**config.mk**
```make
export PLATFORM = sky130hd
export DESIGN_NAME = phw_port
export DESIGN_NICKNAME = d
export VERILOG_FILES = /design/src/phw_pkg.sv /design/src/phw_port.sv
export SDC_FILE = /design/constraint.sdc
export NUM_CORES = 1
export LEC_CHECK = 0
export BUFFER_PORTS_ARGS = -buffer_cell sky130_fd_sc_hd__buf_2
export CAP_MARGIN = 20
export CORE_MARGIN = 10
export CORE_UTILIZATION = 30
export CTS_CLUSTER_DIAMETER = 30
export CTS_CLUSTER_SIZE = 30
export DETAILED_ROUTE_END_ITERATION = 10
export PLACE_DENSITY = 0.53
export RECOVER_POWER = 25
export SLEW_MARGIN = 0
export SYNTH_ARGS = -nofsm -noshare
export SYNTH_HDL_FRONTEND = slang
export SYNTH_SLANG_ARGS = --single-unit
export TNS_END_PERCENT = 10
```
**constraint.sdc**
```tcl
create_clock -name pclk -period 3.64 [get_ports pclk]
set_input_delay 0.546 -clock pclk [delete_from_list [all_inputs] [get_ports pclk]]
set_output_delay 0.546 -clock pclk [all_outputs]
set_load 0.005 [all_outputs]
```
**src/phw_pkg.sv**
```systemverilog
// constants, register map and state types for the pcm highway port
`default_nettype none
package phw_pkg;
    // ========================================================
    // register map (byte addresses)
    localparam logic [7:0] CTRL_OFS   = 8'h00;
    localparam logic [7:0] ROUTE_OFS  = 8'h04;
    localparam logic [7:0] STATUS_OFS = 8'h08;
    localparam logic [7:0] TXD_OFS    = 8'h10;
    localparam logic [7:0] RXD_OFS    = 8'h20;

    // ========================================================
    // field positions
    localparam int CTRL_TXEN_POS = 0;
    localparam int CTRL_RXEN_POS = 4;
    localparam int CTRL_ENV_POS  = 8;
    localparam int CTRL_PSEL_POS = 12;
    localparam int CTRL_PVAL_POS = 16;
    localparam int TXD_LAST_POS  = 8;
    localparam int ST_STRIDE     = 8;
    localparam int ST_HOLD_POS   = 0;
    localparam int ST_RTS_POS    = 1;
    localparam int ST_RXV_POS    = 2;
    localparam int ST_CD_POS     = 3;
    localparam int ST_CTS_POS    = 4;

    // ========================================================
    // reset values and timing counts (in line clocks)
    localparam logic [5:0]  ROUTE_RST     = 6'h24;
    localparam logic [3:0]  SLOT_BITS     = 4'h8;
    localparam logic [5:0]  TX_START_CLKS = 6'h10;
    localparam logic [3:0]  RX_WB_CLKS    = 4'h9;
    localparam logic [4:0]  RX_WORD_BITS  = 5'h10;
    localparam logic [7:0]  IDLE_BYTE     = 8'hff;

    // ========================================================
    // state types
    typedef enum logic [1:0] {TX_IDLE, TX_WAIT, TX_ARMED, TX_SEND} phw_tx_st_t;

    typedef struct packed {
        phw_tx_st_t  tx_st;
        logic [5:0]  cnt;
        logic [7:0]  sh;
        logic [2:0]  bits;
        logic        cur_last;
        logic        rts;
        logic [7:0]  hold;
        logic        hold_vld;
        logic        hold_last;
        logic [15:0] rx_sh;
        logic [4:0]  rx_bits;
        logic        rx_pend;
        logic [15:0] rx_word;
        logic [3:0]  rx_wait;
        logic [15:0] rx_data;
        logic        rx_vld;
        logic        rx_armed;
    } phw_chan_t;

    typedef struct packed {
        logic [2:0]      lclk;
        logic [1:0]      code_m;
        logic [1:0]      code;
        logic            rxd_m;
        logic            rxd;
        logic [1:0]      ocp_code;
        logic [3:0]      ocp_cnt;
        logic [1:0]      prev_code;
        logic            txd;
        logic [2:0]      tx_en;
        logic [2:0]      rx_en;
        logic            envelope;
        logic [2:0]      pio_sel;
        logic [2:0]      pio_val;
        logic [5:0]      route;
        phw_chan_t [2:0] ch;
    } phw_state_t;
endpackage
`default_nettype wire

```
**src/phw_port.sv**
```systemverilog
// pcm highway time-slot port for three serial channels, apb register access
`default_nettype none
module phw_port (
    input  wire logic        pclk,
    input  wire logic        presetn,
    input  wire logic        psel,
    input  wire logic        penable,
    input  wire logic        pwrite,
    input  wire logic [7:0]  paddr,
    input  wire logic [31:0] pwdata,
    output logic      [31:0] prdata,
    output logic             pready,
    output logic             pslverr,
    input  wire logic        highway_shared_clock,
    input  wire logic        highway_rx_line,
    input  wire logic        slot_select_low,
    input  wire logic        slot_select_high,
    output logic             highway_tx_line,
    output logic      [2:0]  request_to_send
);
    phw_pkg::phw_state_t r_reg;
    phw_pkg::phw_state_t r_next;

    logic       rise;
    logic [1:0] slot;
    logic       sync;
    logic [1:0] owner;
    logic       wr;
    logic       rd;
    logic [1:0] idx;
    logic       in_txd;
    logic       in_rxd;
    logic       mapped;

    // ========================================================
    // apb decode
    assign wr     = psel & penable & pwrite;
    assign rd     = psel & penable & ~pwrite;
    assign idx    = paddr[3:2];
    assign in_txd = (paddr[7:4] == phw_pkg::TXD_OFS[7:4]) && (paddr[1:0] == 2'h0)
                    && (idx != 2'h3);
    assign in_rxd = (paddr[7:4] == phw_pkg::RXD_OFS[7:4]) && (paddr[1:0] == 2'h0)
                    && (idx != 2'h3);
    assign mapped = (paddr == phw_pkg::CTRL_OFS) || (paddr == phw_pkg::ROUTE_OFS)
                    || (paddr == phw_pkg::STATUS_OFS) || in_txd || in_rxd;
    // zero wait states keep the line timing independent of bus traffic
    assign pready  = 1'b1;
    assign pslverr = psel & penable & ~mapped;

    always_comb begin
        prdata = 32'h0;
        if (paddr == phw_pkg::CTRL_OFS) begin
            prdata[phw_pkg::CTRL_TXEN_POS +: 3] = r_reg.tx_en;
            prdata[phw_pkg::CTRL_RXEN_POS +: 3] = r_reg.rx_en;
            prdata[phw_pkg::CTRL_ENV_POS]       = r_reg.envelope;
            prdata[phw_pkg::CTRL_PSEL_POS +: 3] = r_reg.pio_sel;
            prdata[phw_pkg::CTRL_PVAL_POS +: 3] = r_reg.pio_val;
        end else if (paddr == phw_pkg::ROUTE_OFS) begin
            prdata[5:0] = r_reg.route;
        end else if (paddr == phw_pkg::STATUS_OFS) begin
            for (int i = 0; i < 3; i++) begin
                prdata[i*phw_pkg::ST_STRIDE + phw_pkg::ST_HOLD_POS] = r_reg.ch[i].hold_vld;
                prdata[i*phw_pkg::ST_STRIDE + phw_pkg::ST_RTS_POS]  = r_reg.ch[i].rts;
                prdata[i*phw_pkg::ST_STRIDE + phw_pkg::ST_RXV_POS]  = r_reg.ch[i].rx_vld;
                prdata[i*phw_pkg::ST_STRIDE + phw_pkg::ST_CD_POS]   = ~r_reg.rx_en[i];
                prdata[i*phw_pkg::ST_STRIDE + phw_pkg::ST_CTS_POS]  = ~r_reg.tx_en[i];
            end
        end else if (in_txd) begin
            prdata[0] = r_reg.ch[idx].hold_vld;
        end else if (in_rxd) begin
            prdata[15:0] = r_reg.ch[idx].rx_data;
        end
    end

    // ========================================================
    // slot timing
    assign rise = r_reg.lclk[1] & ~r_reg.lclk[2];
    // envelope: code marks the slot itself; otherwise a counted 8-bit slot
    assign slot = r_reg.envelope ? r_reg.code
                : ((r_reg.ocp_cnt != 4'h0) ? r_reg.ocp_code : 2'h0);
    assign sync = rise && (slot != 2'h0) && (slot != r_reg.prev_code);

    always_comb begin
        case (slot)
            2'h1:    owner = r_reg.route[1:0];
            2'h2:    owner = r_reg.route[3:2];
            2'h3:    owner = r_reg.route[5:4];
            default: owner = 2'h3;
        endcase
    end

    // ========================================================
    // next state
    always_comb begin
        r_next        = r_reg;
        r_next.lclk   = {r_reg.lclk[1:0], highway_shared_clock};
        r_next.code_m = {slot_select_high, slot_select_low};
        r_next.code   = r_reg.code_m;
        r_next.rxd_m  = highway_rx_line;
        r_next.rxd    = r_reg.rxd_m;

        if (rise) begin
            r_next.prev_code = slot;
            r_next.txd       = 1'b1;
            if (!r_reg.envelope) begin
                if (r_reg.ocp_cnt != 4'h0) begin
                    r_next.ocp_cnt = r_reg.ocp_cnt - 4'h1;
                end
                // a code seen now opens a slot at the next clock
                if (r_reg.code != 2'h0) begin
                    r_next.ocp_code = r_reg.code;
                    r_next.ocp_cnt  = phw_pkg::SLOT_BITS;
                end
            end
        end

        if (wr) begin
            if (paddr == phw_pkg::CTRL_OFS) begin
                r_next.tx_en    = pwdata[phw_pkg::CTRL_TXEN_POS +: 3];
                r_next.rx_en    = pwdata[phw_pkg::CTRL_RXEN_POS +: 3];
                r_next.envelope = pwdata[phw_pkg::CTRL_ENV_POS];
                r_next.pio_sel  = pwdata[phw_pkg::CTRL_PSEL_POS +: 3];
                r_next.pio_val  = pwdata[phw_pkg::CTRL_PVAL_POS +: 3];
            end else if (paddr == phw_pkg::ROUTE_OFS) begin
                r_next.route = pwdata[5:0];
            end else if (in_txd && !r_reg.ch[idx].hold_vld) begin
                // a full holding byte refuses the write silently
                r_next.ch[idx].hold      = pwdata[7:0];
                r_next.ch[idx].hold_last = pwdata[phw_pkg::TXD_LAST_POS];
                r_next.ch[idx].hold_vld  = 1'b1;
            end
        end
        if (rd && in_rxd) begin
            r_next.ch[idx].rx_vld = 1'b0;
        end

        for (int i = 0; i < 3; i++) begin
            // ----- transmit
            if (!r_reg.tx_en[i]) begin
                r_next.ch[i].tx_st = phw_pkg::TX_IDLE;
                r_next.ch[i].rts   = 1'b0;
            end else begin
                case (r_reg.ch[i].tx_st)
                    phw_pkg::TX_IDLE: begin
                        if (r_reg.ch[i].hold_vld) begin
                            r_next.ch[i].tx_st = phw_pkg::TX_WAIT;
                            r_next.ch[i].cnt   = 6'h0;
                        end
                    end
                    phw_pkg::TX_WAIT: begin
                        if (rise) begin
                            if (r_reg.ch[i].cnt == phw_pkg::TX_START_CLKS - 6'h1) begin
                                r_next.ch[i].rts   = 1'b1;
                                r_next.ch[i].tx_st = phw_pkg::TX_ARMED;
                            end else begin
                                r_next.ch[i].cnt = r_reg.ch[i].cnt + 6'h1;
                            end
                        end
                    end
                    phw_pkg::TX_ARMED: begin
                        // no clear-to-send gate: the slot edge alone starts it
                        if (sync && owner == 2'(i)) begin
                            r_next.ch[i].tx_st    = phw_pkg::TX_SEND;
                            r_next.txd            = phw_pkg::IDLE_BYTE[7];
                            r_next.ch[i].sh       = {phw_pkg::IDLE_BYTE[6:0], 1'b1};
                            r_next.ch[i].bits     = 3'h7;
                            r_next.ch[i].cur_last = 1'b0;
                        end
                    end
                    default: begin
                        if (rise && slot != 2'h0 && owner == 2'(i)) begin
                            if (r_reg.ch[i].bits != 3'h0) begin
                                r_next.txd         = r_reg.ch[i].sh[7];
                                r_next.ch[i].sh    = {r_reg.ch[i].sh[6:0], 1'b1};
                                r_next.ch[i].bits  = r_reg.ch[i].bits - 3'h1;
                            end else if (r_reg.ch[i].hold_vld) begin
                                r_next.txd            = r_reg.ch[i].hold[7];
                                r_next.ch[i].sh       = {r_reg.ch[i].hold[6:0], 1'b1};
                                r_next.ch[i].bits     = 3'h7;
                                r_next.ch[i].cur_last = r_reg.ch[i].hold_last;
                                r_next.ch[i].hold_vld = 1'b0;
                            end else if (r_reg.ch[i].cur_last) begin
                                r_next.ch[i].tx_st = phw_pkg::TX_IDLE;
                                r_next.ch[i].rts   = 1'b0;
                            end else begin
                                // underrun inside a frame pads with ones
                                r_next.ch[i].sh   = {phw_pkg::IDLE_BYTE[6:0], 1'b1};
                                r_next.ch[i].bits = 3'h7;
                            end
                        end
                    end
                endcase
            end

            // ----- receive
            if (!r_reg.rx_en[i]) begin
                r_next.ch[i].rx_armed = 1'b0;
                r_next.ch[i].rx_bits  = 5'h0;
                r_next.ch[i].rx_pend  = 1'b0;
            end else if (rise && slot != 2'h0 && owner == 2'(i)) begin
                if (r_reg.ch[i].rx_pend) begin
                    if (r_reg.ch[i].rx_wait == phw_pkg::RX_WB_CLKS - 4'h1) begin
                        r_next.ch[i].rx_data = r_reg.ch[i].rx_word;
                        r_next.ch[i].rx_vld  = 1'b1;
                        r_next.ch[i].rx_pend = 1'b0;
                    end else begin
                        r_next.ch[i].rx_wait = r_reg.ch[i].rx_wait + 4'h1;
                    end
                end
                if (r_reg.ch[i].rx_armed || sync) begin
                    r_next.ch[i].rx_armed = 1'b1;
                    r_next.ch[i].rx_sh    = {r_reg.ch[i].rx_sh[14:0], r_reg.rxd};
                    if (r_reg.ch[i].rx_bits == phw_pkg::RX_WORD_BITS - 5'h1) begin
                        r_next.ch[i].rx_word = {r_reg.ch[i].rx_sh[14:0], r_reg.rxd};
                        r_next.ch[i].rx_pend = 1'b1;
                        r_next.ch[i].rx_wait = 4'h0;
                        r_next.ch[i].rx_bits = 5'h0;
                    end else begin
                        r_next.ch[i].rx_bits = r_reg.ch[i].rx_bits + 5'h1;
                    end
                end
            end
        end
    end

    always_ff @(posedge pclk or negedge presetn) begin
        if (!presetn) begin
            r_reg       <= '0;
            r_reg.route <= phw_pkg::ROUTE_RST;
            r_reg.txd   <= 1'b1;
        end else begin
            r_reg <= r_next;
        end
    end

    // ========================================================
    // pins
    assign highway_tx_line = r_reg.txd;
    always_comb begin
        for (int i = 0; i < 3; i++) begin
            request_to_send[i] = r_reg.pio_sel[i] ? r_reg.pio_val[i]
                                                  : r_reg.ch[i].rts;
        end
    end
endmodule
`default_nettype wire

```
# Word level (Yosys, flattened, before mapping)
# Cells that the tools add are included.
# totals
register_bits	310
inputBits	49
out_inout_bits	38
# op_classes
eq_ne	26
n_reduce_logical	49
n_addsub	13
n_lt_le_gt_ge	2
mux	208
bitwise_logic	16
# op_table
cell	count
273-bit 2-to-1 mux	5
273-bit bitwise mux	4
91-bit demux with 2-bit select	4
91-bit binary-select mux with 2-bit select	1
60-bit 2-to-1 mux	3
16-bit 2-to-1 mux	8
21-bit 2-to-1 mux	6
42-bit 2-to-1 mux	3
62-bit 2-to-1 mux	2
37-bit 2-to-1 mux	3
11-bit 2-to-1 mux	9
12-bit case mux with 2 select lines	3
70-bit 2-to-1 mux	1
1-bit 2-to-1 mux	69
61-bit 2-to-1 mux	1
2-bit 2-to-1 mux	28
18-bit 2-to-1 mux	3
17-bit 2-to-1 mux	3
6-bit 2-to-1 mux	8
8-bit 2-to-1 mux	6
13-bit 2-to-1 mux	3
12-bit 2-to-1 mux	3
6-bit case mux with 2 select lines	3
15-bit 2-to-1 mux	2
other kinds (37)	133

# Logic depth before layout (Yosys ltp)
# depth
word_depth	20
ltp_mapped	11
depth_no_buf	8

# Worst setup path before layout
# Ideal clock, no wire load.
# synth_timing
path_type	reg-to-reg
start	register r_reg[295] (netlist name)
end	register r_reg[135] (netlist name)
setup_slack_ps	608
setup_ps	125
stages_incl_launch_ff	11
period_less_slack_ps	3032
t_arrival_ps	2908
cell_sequence	dfrtp_1 -> inv_1 -> ha_1 -> or4b_4 -> and3_4 -> o32a_1 -> buf_2 -> a211o_4 -> nor3b_4 -> buf_4 -> mux2_2
# synth_between
elab_chain_len	10
word_cells_on_any_way	17
# synth_lines
item	line_no	source
start: declaration	phw_port.sv:21	phw_pkg::phw_state_t r_reg;
start signal: assignment	phw_port.sv:232	r_reg <= r_next;
4-bit nonzero test *	phw_port.sv:80	: ((r_reg.ocp_cnt != 4'h0) ? r_reg.ocp_code : 2'h0);
2-bit 2-to-1 mux *	phw_port.sv:80	
2-bit 2-to-1 mux *	phw_port.sv:79	assign slot = r_reg.envelope ? r_reg.code
branches (longest 5 deep; another with 2-bit case mux with 3 select lines)	-	
60-bit 2-to-1 mux *	phw_port.sv:200	end else if (rise && slot != 2'h0 && owner == 2'(i)) begin
16-bit 2-to-1 mux *	phw_port.sv:196	if (!r_reg.rx_en[i]) begin
# Mark *: on every way between the ends.
# A chain may end at the register's enable or synchronous reset.

# Final worst setup path
# layout_timing
start	register r_reg[295] (netlist name)
end	register r_reg[230] (netlist name)
# layout_between
elab_chain_len	10
word_cells_on_any_way	17
# layout_lines
item	line_no
4-bit nonzero test *	phw_port.sv:80
2-bit 2-to-1 mux *	phw_port.sv:80
2-bit 2-to-1 mux *	phw_port.sv:79
branches (longest 5 deep; another with 2-bit case mux with 3 select lines)	-
60-bit 2-to-1 mux *	phw_port.sv:200
16-bit 2-to-1 mux *	phw_port.sv:196
# Marked as above.

==> qor.yml <==
run_status:
  outcome: "finished with violations"
  violations: "max-capacitance violations, max-slew violations"
final_layout:
  stdcell_count: 2019
  final_cell_mix: "dfrtp_1 (304), mux2_2 (192), nor2_1 (82), nand2_1 (77), o21ai_0 (69)"
  synthToLayoutAreaGrowth_pct: 22.65
  diodes: 0
  seq_area_mm2: 0.007686
  fin_nets: 1424
  drive_gt1_share_pct: 30.34
  largest_register_ffs: 301
  multi_input_area_mm2: 0.006222
  final_common_cell: "dfrtp_1"
  nFillCells: 4607
floorplanning:
  die_width_um: 238.7
  die_area_mm2: 0.05699
  rows: 80
  ios: 87
  core_region_area_mm2: 0.04755
  start_util_pct: 30.19
  chipHeight_um: 238.7
worst_setup_path:
  start_kind: "register"
  required_ns: 4.09
  criticalPathCategory: "register to register"
  worstSetupEndpointType: "register"
  path_max_fanout: 15
  critPathArrivalTime_ns: 3.73
sta:
  worst_slack_ns: 0.3571
  rsz0062_at_grt: "false"
  min_period_ns: 3.283
  final.period_utilization_pct: 90.19
  fmax_mhz: 304.6
  relSlewSlack_pct: -50.46
  hold_viol: 0
  setup_tns_ns: 0
  setup_viol: 0
  skew_ns: 0.02244
  slew_viol_final: 90
  tightest_slew_ns: 2.257
drt:
  postRouteWirelength_mm: 36.21
  first_pass_iters: 6
  drc_errors: 0
  vias_per_cell: 5.024
  ant_nets: 0
  vias: 10144
  wl_per_cell_um: 17.94
  first_iter_violations: 685
yosys:
  synth-main-ff-cell: "dfrtp_1"
  synth_top_area_share_pct: 53.00
  ys_seq_elements: 307
  synth_area_per_cell_um2: 11.53
  synthTopCellsByArea: "dfrtp_1 (53%), mux2_2 (15%), o21ai_0 (2.4%)"
  synth_largest_area_cell: "dfrtp_1"
  synth_edf_count: 0
  netlist_area_mm2: 0.01435
  ys_types: 77
  syn_inst: 1245
  ys_seq_area_share_pct: 53.55
  yosys_warnings: 0
  async_reset_ff_share_pct: 100.0
grt:
  antenna_found_initial: 2
  grt_max_degree: 90
  grt_pass1_vias: 10295
  grt_pass1_wl_mm: 57.99
  grt_use_total_pct: 12.79
  grt_overflow: 0
clock_tree:
  cts_hold_buf: 0
  cts_setup_buffers: 0
  cts.clk_slew.worst_paths_ns: 0.04
  clockBufferDepth: 3
  clkLatencyLatePin_ns: 0.57
  cts-root-buf: "clkbuf_16"
  cts_buffers: 66
  ctsHtreeMaxLevel: 3
  numClockSinks: 307
  tritoncts: "built"
  cts_resized: 0
power:
  power.density_mw_per_mm2: 553.4
  p_clk_share_pct: 59.1
  pwr-share-comb_pct: 5.1
  max-vdd-ir-drop_v: 0.0002923
  pwr-share-seq_pct: 35.8
  switching_share_pct: 23.28
  switching_power_uw: 2268
  leakage_uw: 0.008108
  power.internal_uw: 7475
worst_hold_path:
  hp-class: "input port to register"
placement:
  post-place-ws_ns: 0.3284
  placed_cells: 1902
  gp_congestion: 0.8223
  hpwlAfterDp_mm: 25.14
  port-buffer-count: 57
run:
  maxCapViolCount: 1
[per-layer routing]
metal	up-vias	track usage (%)	part of all wire [%]
met5	-	0	0
met4	0	4.544	2.1
met3	65	2.801	4.6
met2	226	19.21	45
met1	5100	17.75	49
li1	4753	-	-
[synth_stat cells (all sizes together), types with 10 or more instances]
| library cell | count |
|---|---|
| a211oi | 11 |
| dfrtp | 304 |
| o22ai | 10 |
| inv | 36 |
| nand4 | 12 |
| nand2b | 14 |
| nand3 | 36 |
| o31ai | 13 |
| a21oi | 51 |
| mux2i | 30 |
| nor3 | 33 |
| nor2 | 83 |
| and3 | 10 |
| or3 | 14 |
| mux2 | 192 |
| o21ai | 71 |
| nor2b | 12 |
| or4 | 14 |
| ha | 20 |
| clkbuf | 34 |
| buf | 34 |
| a21boi | 16 |
| nand2 | 77 |
[power groups by stage]
stage	Combinational, uW	Sequential [uW]	Clock, uW
floorplan	275	3530	0
finish	493	3490	5760
CTS	505	3490	5890
detailed placement	502	3540	0
global route	545	3490	6060
global placement	498	3540	0
[kinds of logic after synthesis]
group | Yosys count | share of synthesized area, %
simple gates | 338 | 12.44
compound gates | 246 | 11.30
buf+inv | 104 | 3.400
flops | 307 | 53.55
other cells | 2 | 0.05232
mux | 222 | 17.15
fa+ha+maj | 20 | 1.743
xor+xnor | 6 | 0.3661
[critical path: stages, from the launching register on]
cell      delay (ns)
dfrtp_1         0.39
inv_1           0.08
ha_1            0.20
or4b_4          0.52
a21boi_1        0.28
o32a_1          0.36
nand3_1         0.40
nor3b_2         0.30
buf_4           0.27
mux2_2          0.36
[worst paths after layout]
path / to / depth (start not counted) / from / slack [ns]
min in group asynchronous: r_reg[199]$_DFFE_PN0P_ / 1 / presetn / 0.63
worst max-delay path: r_reg[230]$_DFFE_PN0P_ / 9 / r_reg[295]$_DFFE_PN0P_ / 0.36
worst min-delay path: r_next[303]$_DFF_PN0_ / 1 / slot_select_low / 0.09
worst min register to register: r_reg[301]$_DFF_PN0_ / 0 / r_next[301]$_DFF_PN0_ / 0.34
worst max register to register: r_reg[230]$_DFFE_PN0P_ / 9 / r_reg[295]$_DFFE_PN0P_ / 0.36
max in group asynchronous: r_reg[167]$_DFFE_PN0P_ / 2 / presetn / 0.83
[layout make-up]
type | count | share of cell area [%]
Inverter | 36 | 0.7675
Tap cell | 615 | 4.371
Multi-Input combinational cell | 844 | 35.34
Clock inverter | 28 | 1.876
Timing Repair Buffer | 100 | 3.596
Sequential cell | 307 | 43.66
Clock buffer | 89 | 10.39
[metrics by stage]
step | area, um2 | util [%] | hold WS (ns) | total power [uW]
2_1_floorplan | 14390 | - | 0.2504 | 3802
3_3_place_gp | 15480 | 32.56 | 0.3366 | 4037
3_5_place_dp | 15480 | 32.56 | 0.3379 | 4042
4_1_cts | 17640 | 37.10 | 0.004005 | 9883
5_1_grt | 17610 | 37.03 | 0.07264 | 10100
6_report | 17610 | 37.03 | 0.09360 | 9743
No activity file was read; power rests on OpenSTA's default activity.
